<file path="src/saec_consts.svh">
`ifndef SAEC_CONSTS_SVH
`define SAEC_CONSTS_SVH

// ****************************************************
// register byte offsets
// ****************************************************
`define SAEC_OFS_AUDIO_CTRL 8'h00
`define SAEC_OFS_MODULE_CTRL 8'h04
`define SAEC_OFS_STATUS 8'h08
`define SAEC_OFS_INT_CLEAR 8'h0C
`define SAEC_OFS_INT_ENABLE 8'h10
`define SAEC_OFS_RX_DATA 8'h14
`define SAEC_OFS_TX_BUF 8'h18

// ****************************************************
// serial_audio_control fields
// ****************************************************
`define SAEC_B_SIGN_EXT 15
`define SAEC_B_FRM_EN 12
`define SAEC_B_ROV_EN 11
`define SAEC_B_TUR_EN 10
`define SAEC_B_IGN_ROV 9
`define SAEC_B_IGN_TUR 8
`define SAEC_B_AUD_EN 7
`define SAEC_B_MONO 3
`define SAEC_B_FMT_HI 1
`define SAEC_B_FMT_LO 0
`define SAEC_CTRL_MASK 32'h00009F8B
`define SAEC_CTRL_OFF_ONLY 32'h0000008B
`define SAEC_CTRL_RESET 32'h00000000
`define SAEC_SCK_SYNC_IDLE 3'h7

// ****************************************************
// module control, status and interrupt fields
// ****************************************************
`define SAEC_B_ON 0
`define SAEC_NUM_EV 4
`define SAEC_EV_FRM 0
`define SAEC_EV_ROV 1
`define SAEC_EV_TUR 2
`define SAEC_EV_RXRDY 3
`define SAEC_B_HALTED 4
`define SAEC_B_RX_VALID 5
`define SAEC_B_TX_FULL 6
`define SAEC_RESP_OKAY 2'h0
`define SAEC_RESP_SLVERR 2'h2

`endif

</file>
<file path="src/saec_pkg.sv">
package saec_pkg;

    // framing formats as coded in audio_format_select
    typedef enum logic [1:0] {
        SAEC_FMT_I2S = 2'b00,
        SAEC_FMT_LJ = 2'b01,
        SAEC_FMT_RJ = 2'b10,
        SAEC_FMT_PCM = 2'b11
    } saec_fmt_t;

endpackage : saec_pkg

</file>
<file path="src/saec_serial_audio.sv">
`timescale 1ns/1ps
`include "saec_consts.svh"

module saec_serial_audio
    import saec_pkg::*;
#(
    parameter int WORD_W = 16
) (
    // clock and reset
    input wire logic aclk,
    input wire logic aresetn,
    // axi4-lite write address and data
    input wire logic [7:0] awaddr,
    input wire logic [2:0] awprot,
    input wire logic awvalid,
    output logic awready,
    input wire logic [31:0] wdata,
    input wire logic [3:0] wstrb,
    input wire logic wvalid,
    output logic wready,
    // axi4-lite write response
    output logic [1:0] bresp,
    output logic bvalid,
    input wire logic bready,
    // axi4-lite read
    input wire logic [7:0] araddr,
    input wire logic [2:0] arprot,
    input wire logic arvalid,
    output logic arready,
    output logic [31:0] rdata,
    output logic [1:0] rresp,
    output logic rvalid,
    input wire logic rready,
    // serial link, partner drives clock and frame sync
    input wire logic link_sck,
    input wire logic link_fs,
    input wire logic link_sdi,
    output logic link_sdo,
    // events
    output logic irq,
    output logic error_event
);

    localparam int CW = $clog2(WORD_W + 1);
    localparam logic [CW-1:0] WCNT = CW'(WORD_W);
    localparam logic [CW-1:0] LAST = CW'(WORD_W - 1);

    // ****************************************************
    // decode helpers
    // ****************************************************
    function automatic logic is_mapped(input logic [7:0] ofs);
        is_mapped = (ofs == `SAEC_OFS_AUDIO_CTRL) || (ofs == `SAEC_OFS_MODULE_CTRL) ||
            (ofs == `SAEC_OFS_STATUS) || (ofs == `SAEC_OFS_INT_CLEAR) ||
            (ofs == `SAEC_OFS_INT_ENABLE) || (ofs == `SAEC_OFS_RX_DATA) ||
            (ofs == `SAEC_OFS_TX_BUF);
    endfunction : is_mapped

    function automatic logic [31:0] strb_mask(input logic [3:0] s);
        strb_mask = {{8{s[3]}}, {8{s[2]}}, {8{s[1]}}, {8{s[0]}}};
    endfunction : strb_mask

    function automatic logic [31:0] sext(input logic [WORD_W-1:0] w, input logic en);
        sext = {{(32 - WORD_W){en & w[WORD_W-1]}}, w};
    endfunction : sext

    // ****************************************************
    // state
    // ****************************************************
    logic [31:0] ctrl_reg;
    logic on_reg;
    logic [3:0] flag_reg;
    logic [3:0] int_en_reg;
    logic halted_reg;
    logic rx_valid_reg;
    logic [WORD_W-1:0] rx_hold_reg;
    logic [WORD_W-1:0] tx_buf_reg;
    logic tx_full_reg;
    logic [WORD_W-1:0] tx_last_reg;
    logic [WORD_W-1:0] tx_sh_reg;
    logic [WORD_W-1:0] rx_sh_reg;
    logic [CW-1:0] rx_cnt_reg;
    logic rx_skip_reg;
    logic fs_prev_reg;
    logic sck_s1, sck_s2, sck_s3;
    logic fs_s1, fs_s2;
    logic sdi_s1, sdi_s2;
    logic aw_rdy_reg, w_rdy_reg, ar_rdy_reg;
    logic [7:0] aw_addr_reg;
    logic [31:0] w_data_reg;
    logic [3:0] w_strb_reg;
    logic bvalid_reg, rvalid_reg, sdo_reg, irq_reg, err_reg;
    logic [1:0] bresp_reg, rresp_reg;
    logic [31:0] rdata_reg;

    // ****************************************************
    // effective settings
    // ****************************************************
    logic aud_en, mono_eff, is_pcm, is_i2s, run;
    saec_fmt_t fmt_eff;
    assign aud_en = ctrl_reg[`SAEC_B_AUD_EN];
    // plain operation falls back to pulse framing
    assign fmt_eff = aud_en ? saec_fmt_t'(ctrl_reg[`SAEC_B_FMT_HI:`SAEC_B_FMT_LO]) : SAEC_FMT_PCM;
    assign mono_eff = aud_en & ctrl_reg[`SAEC_B_MONO];
    assign is_pcm = (fmt_eff == SAEC_FMT_PCM);
    assign is_i2s = (fmt_eff == SAEC_FMT_I2S);
    assign run = on_reg & ~halted_reg;

    // ****************************************************
    // link input synchronisers
    // ****************************************************
    always_ff @(posedge aclk) begin
        if (!aresetn) begin
            {sck_s1, sck_s2, sck_s3} <= `SAEC_SCK_SYNC_IDLE; // link clock idles high, no false edge
            {fs_s1, fs_s2, sdi_s1, sdi_s2} <= 4'h0;
        end else begin
            sck_s1 <= link_sck;
            sck_s2 <= sck_s1;
            sck_s3 <= sck_s2;
            fs_s1 <= link_fs;
            fs_s2 <= fs_s1;
            sdi_s1 <= link_sdi;
            sdi_s2 <= sdi_s1;
        end
    end

    // ****************************************************
    // link events
    // ****************************************************
    logic rise, fall, bound, take_tx, ev_frm, ev_rov, ev_tur, rx_done, pop;
    logic [WORD_W-1:0] rx_word, tx_word;
    logic [3:0] ev;
    assign rise = sck_s2 & ~sck_s3;
    assign fall = ~sck_s2 & sck_s3;
    // pcm frames start on the pulse edge, channel formats on either edge
    assign bound = fall & run & (is_pcm ? (fs_s2 & ~fs_prev_reg) : (fs_s2 != fs_prev_reg));
    // mono reuses the left word for the right channel
    assign take_tx = bound & (~mono_eff | is_pcm | ~fs_s2);
    assign tx_word = (bound & ~take_tx) ? tx_last_reg : (tx_full_reg ? tx_buf_reg : '0);
    assign ev_tur = take_tx & ~tx_full_reg;
    assign ev_frm = bound & (rx_cnt_reg != '0) & (rx_cnt_reg != WCNT);
    assign rx_done = rise & run & ~rx_skip_reg & (rx_cnt_reg == LAST);
    assign rx_word = {rx_sh_reg[WORD_W-2:0], sdi_s2};
    assign pop = arvalid & ar_rdy_reg & (araddr == `SAEC_OFS_RX_DATA);
    assign ev_rov = rx_done & rx_valid_reg & ~pop;
    assign ev = {rx_done, ev_tur, ev_rov, ev_frm};

    // ****************************************************
    // receive shifter
    // ****************************************************
    always_ff @(posedge aclk) begin
        if (!aresetn) begin
            rx_cnt_reg <= WCNT;
            rx_skip_reg <= 1'b0;
            rx_sh_reg <= '0;
        end else if (bound) begin
            rx_cnt_reg <= '0;
            rx_skip_reg <= is_i2s;
        end else if (rise & run) begin
            if (rx_skip_reg) begin
                rx_skip_reg <= 1'b0;
            end else if (rx_cnt_reg != WCNT) begin
                rx_sh_reg <= rx_word;
                rx_cnt_reg <= rx_cnt_reg + 1'b1;
            end
        end
    end

    // holding word; an ignored overflow keeps the old word
    always_ff @(posedge aclk) begin
        if (!aresetn) begin
            rx_valid_reg <= 1'b0;
            rx_hold_reg <= '0;
        end else if (rx_done & (~rx_valid_reg | pop)) begin
            rx_valid_reg <= 1'b1;
            rx_hold_reg <= rx_word;
        end else if (pop) begin
            rx_valid_reg <= 1'b0;
        end
    end

    // ****************************************************
    // transmit shifter, changes on falling link edges
    // ****************************************************
    always_ff @(posedge aclk) begin
        if (!aresetn) begin
            tx_sh_reg <= '0;
            tx_last_reg <= '0;
            sdo_reg <= 1'b0;
            fs_prev_reg <= 1'b0;
        end else if (fall) begin
            fs_prev_reg <= fs_s2;
            if (!run) begin
                sdo_reg <= 1'b0;
            end else if (bound) begin
                if (take_tx) begin
                    tx_last_reg <= tx_word;
                end
                // i2s puts the msb one clock after the edge
                if (is_i2s) begin
                    tx_sh_reg <= tx_word;
                    sdo_reg <= 1'b0;
                end else begin
                    tx_sh_reg <= {tx_word[WORD_W-2:0], 1'b0};
                    sdo_reg <= tx_word[WORD_W-1];
                end
            end else begin
                sdo_reg <= tx_sh_reg[WORD_W-1];
                tx_sh_reg <= {tx_sh_reg[WORD_W-2:0], 1'b0};
            end
        end
    end

    // ****************************************************
    // axi write path
    // ****************************************************
    logic do_wr;
    logic [31:0] wmask, ctrl_allow;
    assign do_wr = ~aw_rdy_reg & ~w_rdy_reg & ~bvalid_reg;
    assign wmask = strb_mask(w_strb_reg);
    // audio fields frozen while the module runs
    assign ctrl_allow = `SAEC_CTRL_MASK & ~(on_reg ? `SAEC_CTRL_OFF_ONLY : 32'h00000000);

    // address and data taken independently
    always_ff @(posedge aclk) begin
        if (!aresetn) begin
            aw_rdy_reg <= 1'b1;
            w_rdy_reg <= 1'b1;
            aw_addr_reg <= 8'h00;
            w_data_reg <= 32'h00000000;
            w_strb_reg <= 4'h0;
            bvalid_reg <= 1'b0;
            bresp_reg <= `SAEC_RESP_OKAY;
        end else begin
            if (awvalid & aw_rdy_reg) begin
                aw_rdy_reg <= 1'b0;
                aw_addr_reg <= awaddr;
            end
            if (wvalid & w_rdy_reg) begin
                w_rdy_reg <= 1'b0;
                w_data_reg <= wdata;
                w_strb_reg <= wstrb;
            end
            if (do_wr) begin
                bvalid_reg <= 1'b1;
                bresp_reg <= is_mapped(aw_addr_reg) ? `SAEC_RESP_OKAY : `SAEC_RESP_SLVERR;
            end
            if (bvalid_reg & bready) begin
                bvalid_reg <= 1'b0;
                aw_rdy_reg <= 1'b1;
                w_rdy_reg <= 1'b1;
            end
        end
    end

    // control registers
    always_ff @(posedge aclk) begin
        if (!aresetn) begin
            ctrl_reg <= `SAEC_CTRL_RESET;
            on_reg <= 1'b0;
            int_en_reg <= 4'h0;
        end else if (do_wr) begin
            if (aw_addr_reg == `SAEC_OFS_AUDIO_CTRL) begin
                ctrl_reg <= (ctrl_reg & ~(wmask & ctrl_allow)) | (w_data_reg & wmask & ctrl_allow);
            end
            if (aw_addr_reg == `SAEC_OFS_MODULE_CTRL && w_strb_reg[0]) begin
                on_reg <= w_data_reg[`SAEC_B_ON];
            end
            if (aw_addr_reg == `SAEC_OFS_INT_ENABLE && w_strb_reg[0]) begin
                int_en_reg <= w_data_reg[`SAEC_NUM_EV-1:0];
            end
        end
    end

    // transmit buffer; a write in the consume cycle keeps it full
    always_ff @(posedge aclk) begin
        if (!aresetn) begin
            tx_buf_reg <= '0;
            tx_full_reg <= 1'b0;
        end else if (do_wr && aw_addr_reg == `SAEC_OFS_TX_BUF) begin
            tx_buf_reg <= w_data_reg[WORD_W-1:0];
            tx_full_reg <= 1'b1;
        end else if (take_tx) begin
            tx_full_reg <= 1'b0;
        end
    end

    // ****************************************************
    // halt, flags and event outputs
    // ****************************************************
    always_ff @(posedge aclk) begin
        if (!aresetn) begin
            halted_reg <= 1'b0;
        end else if (!on_reg) begin
            halted_reg <= 1'b0;
        end else if ((ev_rov & ~ctrl_reg[`SAEC_B_IGN_ROV]) | (ev_tur & ~ctrl_reg[`SAEC_B_IGN_TUR])) begin
            halted_reg <= 1'b1;
        end
    end

    // sticky flags, a new event beats a clear in the same cycle
    genvar gi;
    generate
        for (gi = 0; gi < `SAEC_NUM_EV; gi++) begin : g_flag
            always_ff @(posedge aclk) begin
                if (!aresetn) begin
                    flag_reg[gi] <= 1'b0;
                end else if (ev[gi]) begin
                    flag_reg[gi] <= 1'b1;
                end else if (do_wr && aw_addr_reg == `SAEC_OFS_INT_CLEAR && w_data_reg[gi]) begin
                    flag_reg[gi] <= 1'b0;
                end
            end
        end
    endgenerate

    // error event and interrupt level
    always_ff @(posedge aclk) begin
        if (!aresetn) begin
            err_reg <= 1'b0;
            irq_reg <= 1'b0;
        end else begin
            err_reg <= (flag_reg[`SAEC_EV_FRM] & ctrl_reg[`SAEC_B_FRM_EN]) |
                (flag_reg[`SAEC_EV_ROV] & ctrl_reg[`SAEC_B_ROV_EN]) |
                (flag_reg[`SAEC_EV_TUR] & ctrl_reg[`SAEC_B_TUR_EN]);
            irq_reg <= |(flag_reg & int_en_reg);
        end
    end

    // ****************************************************
    // axi read path
    // ****************************************************
    logic [31:0] rd_val;
    always_comb begin
        rd_val = 32'h00000000;
        case (araddr)
            `SAEC_OFS_AUDIO_CTRL: rd_val = ctrl_reg & `SAEC_CTRL_MASK;
            `SAEC_OFS_MODULE_CTRL: rd_val[`SAEC_B_ON] = on_reg;
            `SAEC_OFS_STATUS: begin
                rd_val[`SAEC_NUM_EV-1:0] = flag_reg;
                rd_val[`SAEC_B_HALTED] = halted_reg;
                rd_val[`SAEC_B_RX_VALID] = rx_valid_reg;
                rd_val[`SAEC_B_TX_FULL] = tx_full_reg;
            end
            `SAEC_OFS_INT_ENABLE: rd_val[`SAEC_NUM_EV-1:0] = int_en_reg;
            `SAEC_OFS_RX_DATA: rd_val = sext(rx_hold_reg, ctrl_reg[`SAEC_B_SIGN_EXT]);
            default: rd_val = 32'h00000000;
        endcase
    end

    always_ff @(posedge aclk) begin
        if (!aresetn) begin
            ar_rdy_reg <= 1'b1;
            rvalid_reg <= 1'b0;
            rdata_reg <= 32'h00000000;
            rresp_reg <= `SAEC_RESP_OKAY;
        end else if (arvalid & ar_rdy_reg) begin
            ar_rdy_reg <= 1'b0;
            rvalid_reg <= 1'b1;
            rdata_reg <= rd_val;
            rresp_reg <= is_mapped(araddr) ? `SAEC_RESP_OKAY : `SAEC_RESP_SLVERR;
        end else if (rvalid_reg & rready) begin
            rvalid_reg <= 1'b0;
            ar_rdy_reg <= 1'b1;
        end
    end

    assign awready = aw_rdy_reg;
    assign wready = w_rdy_reg;
    assign bvalid = bvalid_reg;
    assign bresp = bresp_reg;
    assign arready = ar_rdy_reg;
    assign rvalid = rvalid_reg;
    assign rdata = rdata_reg;
    assign rresp = rresp_reg;
    assign link_sdo = sdo_reg;
    assign irq = irq_reg;
    assign error_event = err_reg;
endmodule : saec_serial_audio

</file>
<file path="config.mk">
export PLATFORM = sky130hd
export DESIGN_NAME = saec_serial_audio
export DESIGN_NICKNAME = d
export VERILOG_FILES = /design/src/saec_pkg.sv /design/src/saec_serial_audio.sv
export VERILOG_INCLUDE_DIRS = /design/src
export SDC_FILE = /design/constraint.sdc
export NUM_CORES = 1
export LEC_CHECK = 0
export BUFFER_PORTS_ARGS = -buffer_cell sky130_fd_sc_hd__clkbuf_2
export CAP_MARGIN = 20
export CORE_MARGIN = 10
export CORE_UTILIZATION = 57
export DETAILED_ROUTE_END_ITERATION = 8
export PLACE_DENSITY = 0.8
export SLEW_MARGIN = 10
export SYNTH_ARGS = -nofsm -noshare
export SYNTH_HDL_FRONTEND = slang
export SYNTH_SLANG_ARGS = --single-unit
</file>
<file path="constraint.sdc">
create_clock -name aclk -period 2.3 [get_ports aclk]
set_input_delay 0 -clock aclk [delete_from_list [all_inputs] [get_ports aclk]]
set_output_delay 0 -clock aclk [all_outputs]
set_load 0.05 [all_outputs]
</file>
==> flow_summary.yaml, run 1 <==
status:
  run_status: "completed"
final_layout:
  fin_util: 0.7051
  multiInputGateArea_um2: 3666
  n_fill_cell: 978
  final_area_um2: 8970
  area_growth_pct: 19.76
  nets: 1031
  layout-drive-gt1-share: 0.1601
  regArea_um2: 3363
  diodes: 0
  largest_register_ffs: 17
pwr:
  p_switching_mw: 1.387
  comb_power_share: 0.066
  p_seq_frac: 0.486
  swShare: 0.2256
  powerDensity_nw_per_um2: 685.5
  p_leak_nw: 3.210
  clkPwrFrac: 0.448
  ir_drop_v: 0.0004574
  cell_internal_pwr_mw: 4.762
place:
  place_area_um2: 7968
  place_congestion: 0.8845
  io_buffers: 85
  dp_slack_ps: 181.7
  place_hpwl_um: 12500
global_route:
  antenna_found_initial: 0
  grt_max_degree: 106
  grt_pass1_wl_um: 33710
  grt_pass1_vias: 6607
  gr-usage-all-layers: 0.2269
  grt-ovfl-total: 0
cts:
  cts-root-buf: "clkbuf_16"
  cts_max_level: 4
  cts_buffers: 17
  cts_buffer_depth: 2
  cts_setup_buffers: 0
  clk_pin_slew_ps: 60
  clkSinkCount: 168
  cts_tree: "built"
  clkLatencyLatePin_ps: 430
floorplan:
  ioPinCount: 112
  rows: 41
  die_area_um2: 18130
  die-height_um: 134.6
  chipWidth_um: 134.6
  core_area_um2: 12720
  initial_core_util: 0.5887
sta:
  finalSetupTns_ps: 0
  clock_skew_ps: 7.843
  rsz0062_at_grt: "false"
  slew_violations: 0
  setup_viol: 0
  setup_ws_ps: 140.4
  slew-limit-headroom: 0.5021
  hold_viol_final: 0
  holdWs_ps: 21.67
  fin_crit_ps: 2160
  max_freq_ghz: 0.4631
  fin_crit_sh: 0.9389
  worst_slew_pin_slew_ps: 740.0
logic_synthesis:
  yosysWarnings: 0
  synth_common_cells: "dfxtp_1 (168), nand2_1 (142), a21oi_1 (70)"
  synth_area_leader_cell: "dfxtp_1"
  syn_area_um2: 7490
  muxShareOfSynthArea: 0.08754
  async_reset_ff_frac: 0
  synth_ff_type: "dfxtp_1"
  synth_cell_type_count: 60
  ys_ff_latch: 168
  yosysTopAreaCellShare: 0.4490
  synth_xor_area_frac: 0.002339
  synth-adder-area-share: 0.006682
  synth_top_family_by_area: "simple AND/OR/NAND/NOR gates"
  synth_area_per_cell_um2: 8.619
  synth_edf_count: 0
  synth.most_common_cell: "dfxtp_1"
  ys_seq_area_frac: 0.4490
  yosys.area_share.simple: 0.2055
  synth_compound_area_frac: 0.1828
  synth.area.top_cells: "dfxtp_1 (45%), mux2i_1 (8.2%), nand2_1 (7.1%), a21oi_1 (4.7%), o21ai_0 (4.0%)"
  syn_inst: 869
routing:
  wire_per_inst_um: 18.15
  drc: 0
  drtAntennaViolNets: 0
  first_pass_iters: 5
  drtIter0Drc: 708
  vias_per_cell: 5.947
  vias: 6780
  wirelength_um: 20690
setup_path:
  critical_path.slowest_cell: "or3b_1"
  cp-start-kind: "flop"
  crit_type: "flop to flop"
  crit_path_max_incr_delay_ps: 460
  arrival_ps: 2510
  path_cells: "ha_1, and3_1, ha_1, or3b_1, o21ba_1, buf_12, mux2i_1"
  path_common_cell: "ha_1"
  endpoint_kind: "flop"
  cp.required_ps: 2650
  critPathMaxFanout: 12
job:
  maxCapViolations: 0
hold_path:
  hold_path_class: "input pin to flop"
placed cells by master (no fill, tap or decap), types with 16 or more instances in the layout:
cell type and instances:
a211o_1 16, dlygate4sd3_1 45, clkbuf_2 84, nand2_1 142, a22oi_1 17, o21ai_0 60, a221oi_1 18, a21oi_1 70
nand3_1 54, dfxtp_1 168, buf_4 23, a31oi_1 19, and2_1 24, clkbuf_16 17, mux2i_1 61, nor2_1 37
cells by family after synthesis:
group	after synthesis
adders and majority gates	4
muxes	64
and+or+nand+nor	311
AOI/OAI and AO/OA	220
buffers and inverters	99
xor gates and xnor gates	2
other	1
DFF	168
stage by stage:
stage,cells,power (mW)
final,1140,6.149
after detailed placement,1067,3.376
after global routing,1140,6.312
after CTS,1140,6.120
after global placement,1067,3.370
after floorplan,870,3.269
power groups by stage:
stage / combinational [mW] / sequential (mW) / clock [mW]
final: 0.404 / 2.99 / 2.75
after global routing: 0.435 / 2.99 / 2.88
after floorplan: 0.199 / 3.07 / 0
after global placement: 0.321 / 3.05 / 0
after detailed placement: 0.326 / 3.05 / 0
after CTS: 0.388 / 2.99 / 2.74
worst max-delay path: cells and delay by family (launching register included):
family                     cells  cell delay, ps
buffers and inverters          1             170
DFF                            1             390
and+or+nand+nor                2             620
adders and majority gates      2             350
AOI/OAI and AO/OA              1             340
muxes                          1             210
final timing paths:
check                             startpoint                            to  slack, ps  depth (start not counted)
setup / recovery  rx_cnt_reg[0]$_SDFFE_PP0P_  rx_hold_reg[12]$_SDFFE_PN0P_        140                          7
hold / removal                       arvalid          arready$_SDFFE_PN1P_         20                          3
setup reg to reg  rx_cnt_reg[0]$_SDFFE_PP0P_  rx_hold_reg[12]$_SDFFE_PN0P_        140                          7
hold reg to reg            sck_s1$_SDFF_PN1_             sck_s2$_SDFF_PN1_        420                          1
layer usage:
metal	wire, um	global-route usage	up-vias
li1	-	-	3226
met1	8326	0.2729	3235
met2	10410	0.3820	277
met3	1455	0.05712	42
met4	493	0.08343	0
met5	0	0	-
layout make-up:
cell class,instances,share of cell area
multi-input cells,603,0.4087
flip-flops and latches,168,0.3749
repair buffers,157,0.1258
clock buffers,24,0.05370
well taps,172,0.02399
clock inverters,4,0.007811
inverters,12,0.005022
repair_timing:
item,CTS,global route
hold buffers,45,0
resized for setup,0,0
endpoints found under the hold margin,36,0
Power figures use the tool's default switching activity.
==> run 2, diff against run 1 <==
ABC_AREA = 1   (was default)
==> flow_summary.yaml, run 2 <==
pwr:
  powerDensity_nw_per_um2: 783.4
  p_leak_nw: 3.574
  ir_drop_v: 0.0004086
setup_path:
  r2r_cells: 4
  endpoint_kind: "flop"
  crit_type: "flop to flop"
  reg2reg_slack_ps: 220
  cp.required_ps: 2620
  critPathMaxFanout: 20
  cp-start-kind: "flop"
  r2r_end: "w_data_reg[14]$_SDFFE_PN0P_"
  r2r-start: "wready$_SDFFE_PP1P_"
  arrival_ps: 2400
global_route:
  antenna_found_initial: 0
  grt_max_degree: 99
  gr-max-usage-layer: "met2"
  grt_use_met1: 0.2646
  grt-ovfl-total: 0
  gr-usage-all-layers: 0.2139
  grt_pass1_vias: 6292
  met3_usage: 0.05072
  met2_usage: 0.3445
  grt_pass1_wl_um: 31390
routing:
  drtIter0Drc: 776
  drtAntennaViolNets: 0
  first_pass_iters: 6
  wire_per_inst_um: 15.28
  drc: 0
  vias: 6723
  wirelength_um: 18930
  vias_per_cell: 5.426
logic_synthesis:
  syn_area_um2: 7288
  async_reset_ff_frac: 0
  synth.most_common_cell: "dfxtp_1"
  syn_inst: 965
  synth_area_leader_cell: "dfxtp_1"
  yosysTopAreaCellShare: 0.4615
  synth_edf_count: 0
  synth_ff_type: "dfxtp_1"
  synth_cell_type_count: 41
  synth_common_cells: "dfxtp_1 (168), nor2_1 (127), o21ai_0 (124)"
  synth_area_per_cell_um2: 7.553
  synth.area.top_cells: "dfxtp_1 (46%), o21ai_0 (8.5%), nor2_1 (6.5%), nand2_1 (6.0%), a21oi_1 (5.8%)"
  ys_seq_area_frac: 0.4615
  ys_ff_latch: 168
  yosysWarnings: 0
floorplan:
  initial_core_util: 0.5799
  die-height_um: 133.1
  rows: 41
  chipWidth_um: 133.1
  die_area_um2: 17710
  core_area_um2: 12570
  ioPinCount: 112
final_layout:
  final_common_cell: "dfxtp_1"
  largest_register_ffs: 17
  nets: 1126
  final_area_um2: 8750
  final_cell_mix: "dfxtp_1 (168), nor2_1 (127), o21ai_0 (124), nand2_1 (117), inv_1 (111)"
  diodes: 0
  n_fill_cell: 974
  area_growth_pct: 20.05
  layout-drive-gt1-share: 0.1631
cts:
  clkSinkCount: 168
  cts_max_level: 4
  cts_buffers: 17
  cts_buffer_depth: 2
  cts_setup_buffers: 0
  clk_pin_slew_ps: 60
  cts-root-buf: "clkbuf_16"
  clkLatencyLatePin_ps: 430
  cts_tree: "built"
sta:
  slew_violations: 0
  clock_skew_ps: 7.131
  rsz0062_at_grt: "false"
  finalSetupTns_ps: 0
  slew-limit-headroom: 0.6026
  fin_crit_ps: 2085
  worst_slew_pin_slew_ps: 592.8
  hold_viol_final: 0
  fin_crit_sh: 0.9064
  setup_viol: 0
  max_freq_ghz: 0.4797
status:
  run_status: "completed"
place:
  place_hpwl_um: 12070
  place_congestion: 0.8485
  io_buffers: 85
  place_area_um2: 7672
hold_path:
  holdCritStartpoint: "araddr[2]"
  hold_path_class: "input pin to flop"
  hold_depth: 4
  hold_end: "rresp[1]$_SDFFE_PN0P_"
job:
  maxCapViolations: 0
-- run 2: layout make-up --
cell class | instances | area (um^2) | area share
flip-flops and latches | 168 | 3363 | 0.3844
clock buffers | 20 | 446.7 | 0.05105
clock inverters | 12 | 270.3 | 0.03089
well taps | 172 | 215.2 | 0.02460
multi-input cells | 610 | 3085 | 0.3526
inverters | 120 | 450.4 | 0.05148
repair buffers | 137 | 918.4 | 0.1050
-- run 2: worst max path at each step --
stage / startpoint / end / slack (ps) / depth (start not counted)
floorplan: wready$_SDFFE_PP1P_ / flop / 590 / 7
global placement: rx_cnt_reg[0]$_SDFFE_PP0P_ / rx_hold_reg[4]$_SDFFE_PN0P_ / 350 / 10
finish: wready$_SDFFE_PP1P_ / w_data_reg[14]$_SDFFE_PN0P_ / 220 / 4
CTS: rx_cnt_reg[0]$_SDFFE_PP0P_ / rx_hold_reg[15]$_SDFFE_PN0P_ / 250 / 10
global route: rx_cnt_reg[0]$_SDFFE_PP0P_ / rx_hold_reg[6]$_SDFFE_PN0P_ / 2 / 10
detailed placement: rx_cnt_reg[0]$_SDFFE_PP0P_ / rx_hold_reg[15]$_SDFFE_PN0P_ / 280 / 10
-- run 2: routing by layer --
layer	wire length, um	share of wire
met5	0	0
met4	603	0.032
met3	1168	0.062
met2	9105	0.48
met1	8050	0.43
-- run 2: what timing repair did --
| item | 4_1_cts | 5_1_grt |
|---|---|---|
| hold endpoints to repair | 34 | 0 |
| gates resized for setup | 0 | 0 |
| hold buffers | 36 | 0 |
-- run 2: cells by family (layout without fill, tap and decap cells) --
| family | Yosys count | after routing | share of synthesized area |
|---|---|---|---|
| simple gates | 346 | 346 | 0.2160 |
| compound gates | 258 | 258 | 0.1995 |
| buf+inv | 188 | 289 | 0.1157 |
| flops | 168 | 168 | 0.4615 |
| fa+ha+maj | 4 | 4 | 0.006867 |
| other cells | 1 | 2 | 0.0005145 |
-- run 2: power by group --
group / leakage (nW) / total [mW] / internal, mW / switching [mW]
logic: 1.87 / 0.400 / 0.148 / 0.253
clock network: 0.344 / 3.44 / 2.29 / 1.16
registers: 1.36 / 3.01 / 2.97 / 0.0426
-- run 2: worst max-delay path, stage by stage, from the launching register on --
cell           delay, ps
dfxtp_1              580
nand2_1              460
o21ai_0              340
nor2_1                50
dlygate4sd3_1        540
-- run 2: stage by stage --
stage               worst slack (ps)  hold slack [ps]  std cells  power (mW)  utilization
finish                         215.3            13.04       1239       6.854       0.6962
global route                   2.027            81.09       1239       7.068       0.6962
floorplan                      585.7            97.63        966       3.295            -
global placement               347.9            182.6       1171       3.398       0.6105
CTS                            247.7            2.621       1239       6.865       0.6962
detailed placement             276.0            186.4       1171       3.406       0.6105
==> run 3, diff against run 2 <==
CELL_PAD_IN_SITES_DETAIL_PLACEMENT = 1   (was default)
CELL_PAD_IN_SITES_GLOBAL_PLACEMENT = 2   (was default)
CORE_UTILIZATION = 32   (was 57)
PLACE_DENSITY = default   (was 0.8)
PLACE_DENSITY_LB_ADDON = 0.1   (was default)
==> flow_summary.yaml, run 3 (synthesized netlist as in run 2, its figures left out) <==
sta:
  finalSetupTns_ps: 0
  slew-limit-headroom: 0.5222
  clock_skew_ps: 13.57
  slew_violations: 0
  worst_slew_pin_slew_ps: 715.6
  rsz0062_at_grt: "false"
  hold_viol_final: 0
  setup_ws_ps: 264.7
  max_freq_ghz: 0.4913
  fin_crit_ps: 2035
  setup_viol: 0
  fin_crit_sh: 0.8849
setup_path:
  endpoint_kind: "flop"
  arrival_ps: 2350
  crit_type: "flop to flop"
  cp.required_ps: 2620
  cp-start-kind: "flop"
  critPathMaxFanout: 26
job:
  maxCapViolations: 0
place:
  place_area_um2: 7844
  place_congestion: 0.7438
  dp_slack_ps: 416.0
  place_hpwl_um: 14880
  io_buffers: 85
final_layout:
  diodes: 0
  final_cell_mix: "dfxtp_1 (168), nor2_1 (127), o21ai_0 (124), nand2_1 (117), inv_1 (111)"
  final_area_um2: 8767
  final_common_cell: "dfxtp_1"
  largest_register_ffs: 17
  n_fill_cell: 2781
  layout-drive-gt1-share: 0.1664
  area_growth_pct: 20.29
  nets: 1130
  multiInputGateArea_um2: 3085
  regArea_um2: 3363
  fin_util: 0.3896
pwr:
  p_leak_nw: 3.513
  powerDensity_nw_per_um2: 706.1
  p_total_mw: 6.190
  ir_drop_v: 0.0004378
cts:
  cts_setup_buffers: 0
  ctsResizeCount: 0
  cts_buffer_depth: 2
  clkLatencyLatePin_ps: 430
  cts_max_level: 4
  cts-root-buf: "clkbuf_16"
  cts_hold_buf: 36
  clk_pin_slew_ps: 70
  clkSinkCount: 168
  cts_buffers: 17
  cts_tree: "built"
global_route:
  grt-ovfl-total: 0
  gr-usage-all-layers: 0.1495
  grt_pass1_wl_um: 34870
  grt_pass1_vias: 6712
  grt_max_degree: 99
  antenna_found_initial: 0
floorplan:
  rows: 55
  die-height_um: 170.9
  chipWidth_um: 170.9
  initial_core_util: 0.3239
  ioPinCount: 112
  core_area_um2: 22500
  die_area_um2: 29210
status:
  run_status: "completed"
routing:
  first_pass_iters: 4
  vias: 6383
  vias_per_cell: 4.711
  drtIter0Drc: 296
  wirelength_um: 20890
  drc: 0
  drtAntennaViolNets: 0
  wire_per_inst_um: 15.42
hold_path:
  hold_path_class: "input pin to flop"
-- run 3: changes by cell type in the layout (fill, tap and decap cells not counted), sizes merged --
cell / before / now
inv: 119 / 122
clkbuf: 105 / 104
clkinvlp: 1 / 4
clkinv: 4 / 5
buf: 16 / 20
bufinv: 8 / 1
-- run 3: path summary, 6_finish.rpt --
path,from,slack (ps),cells after the start,to
max reg2reg,wready$_SDFFE_PP1P_,260,5,w_data_reg[6]$_SDFFE_PN0P_
min,araddr[2],30,4,rresp[1]$_SDFFE_PN0P_
max,wready$_SDFFE_PP1P_,260,5,w_data_reg[6]$_SDFFE_PN0P_
min reg2reg,sdi_s1$_SDFF_PN0_,420,2,sdi_s2$_SDFF_PN0_
-- run 3: final cells by class --
| type | count | area share |
|---|---|---|
| Timing Repair Buffer | 141 | 0.1082 |
| Inverter | 120 | 0.05138 |
| Multi-Input combinational cell | 610 | 0.3519 |
| Tap cell | 285 | 0.04067 |
| Clock inverter | 12 | 0.01370 |
| Sequential cell | 168 | 0.3836 |
| Clock buffer | 19 | 0.05052 |
-- run 3: where the power goes --
| group | switching [mW] | leakage (nW) | internal (mW) |
|---|---|---|---|
| Sequential | 0.0404 | 1.36 | 2.97 |
| Clock | 1.25 | 0.264 | 1.53 |
| Combinational | 0.253 | 1.89 | 0.147 |
-- run 3: critical path: stages, from the launching register on --
cell,delay [ps]
dfxtp_1,590
nand2_1,250
buf_4,290
o21ai_0,160
nor2_1,60
dlygate4sd3_1,560
-- run 3: routing by layer --
metal,track usage,share of wire,up-vias
met4,0.03743,0.0076,0
met3,0.03249,0.034,13
met5,0,0,-
met2,0.2380,0.45,83
met1,0.2007,0.51,2959
li1,-,-,3328
-- run 3: metrics by stage --
stage / std cells / hold WS [ps]
finish: 1355 / 26.38
global route: 1355 / 63.56
CTS: 1355 / 33.77
floorplan: 966 / 97.63
global placement: 1288 / 196.5
detailed placement: 1288 / 197.0
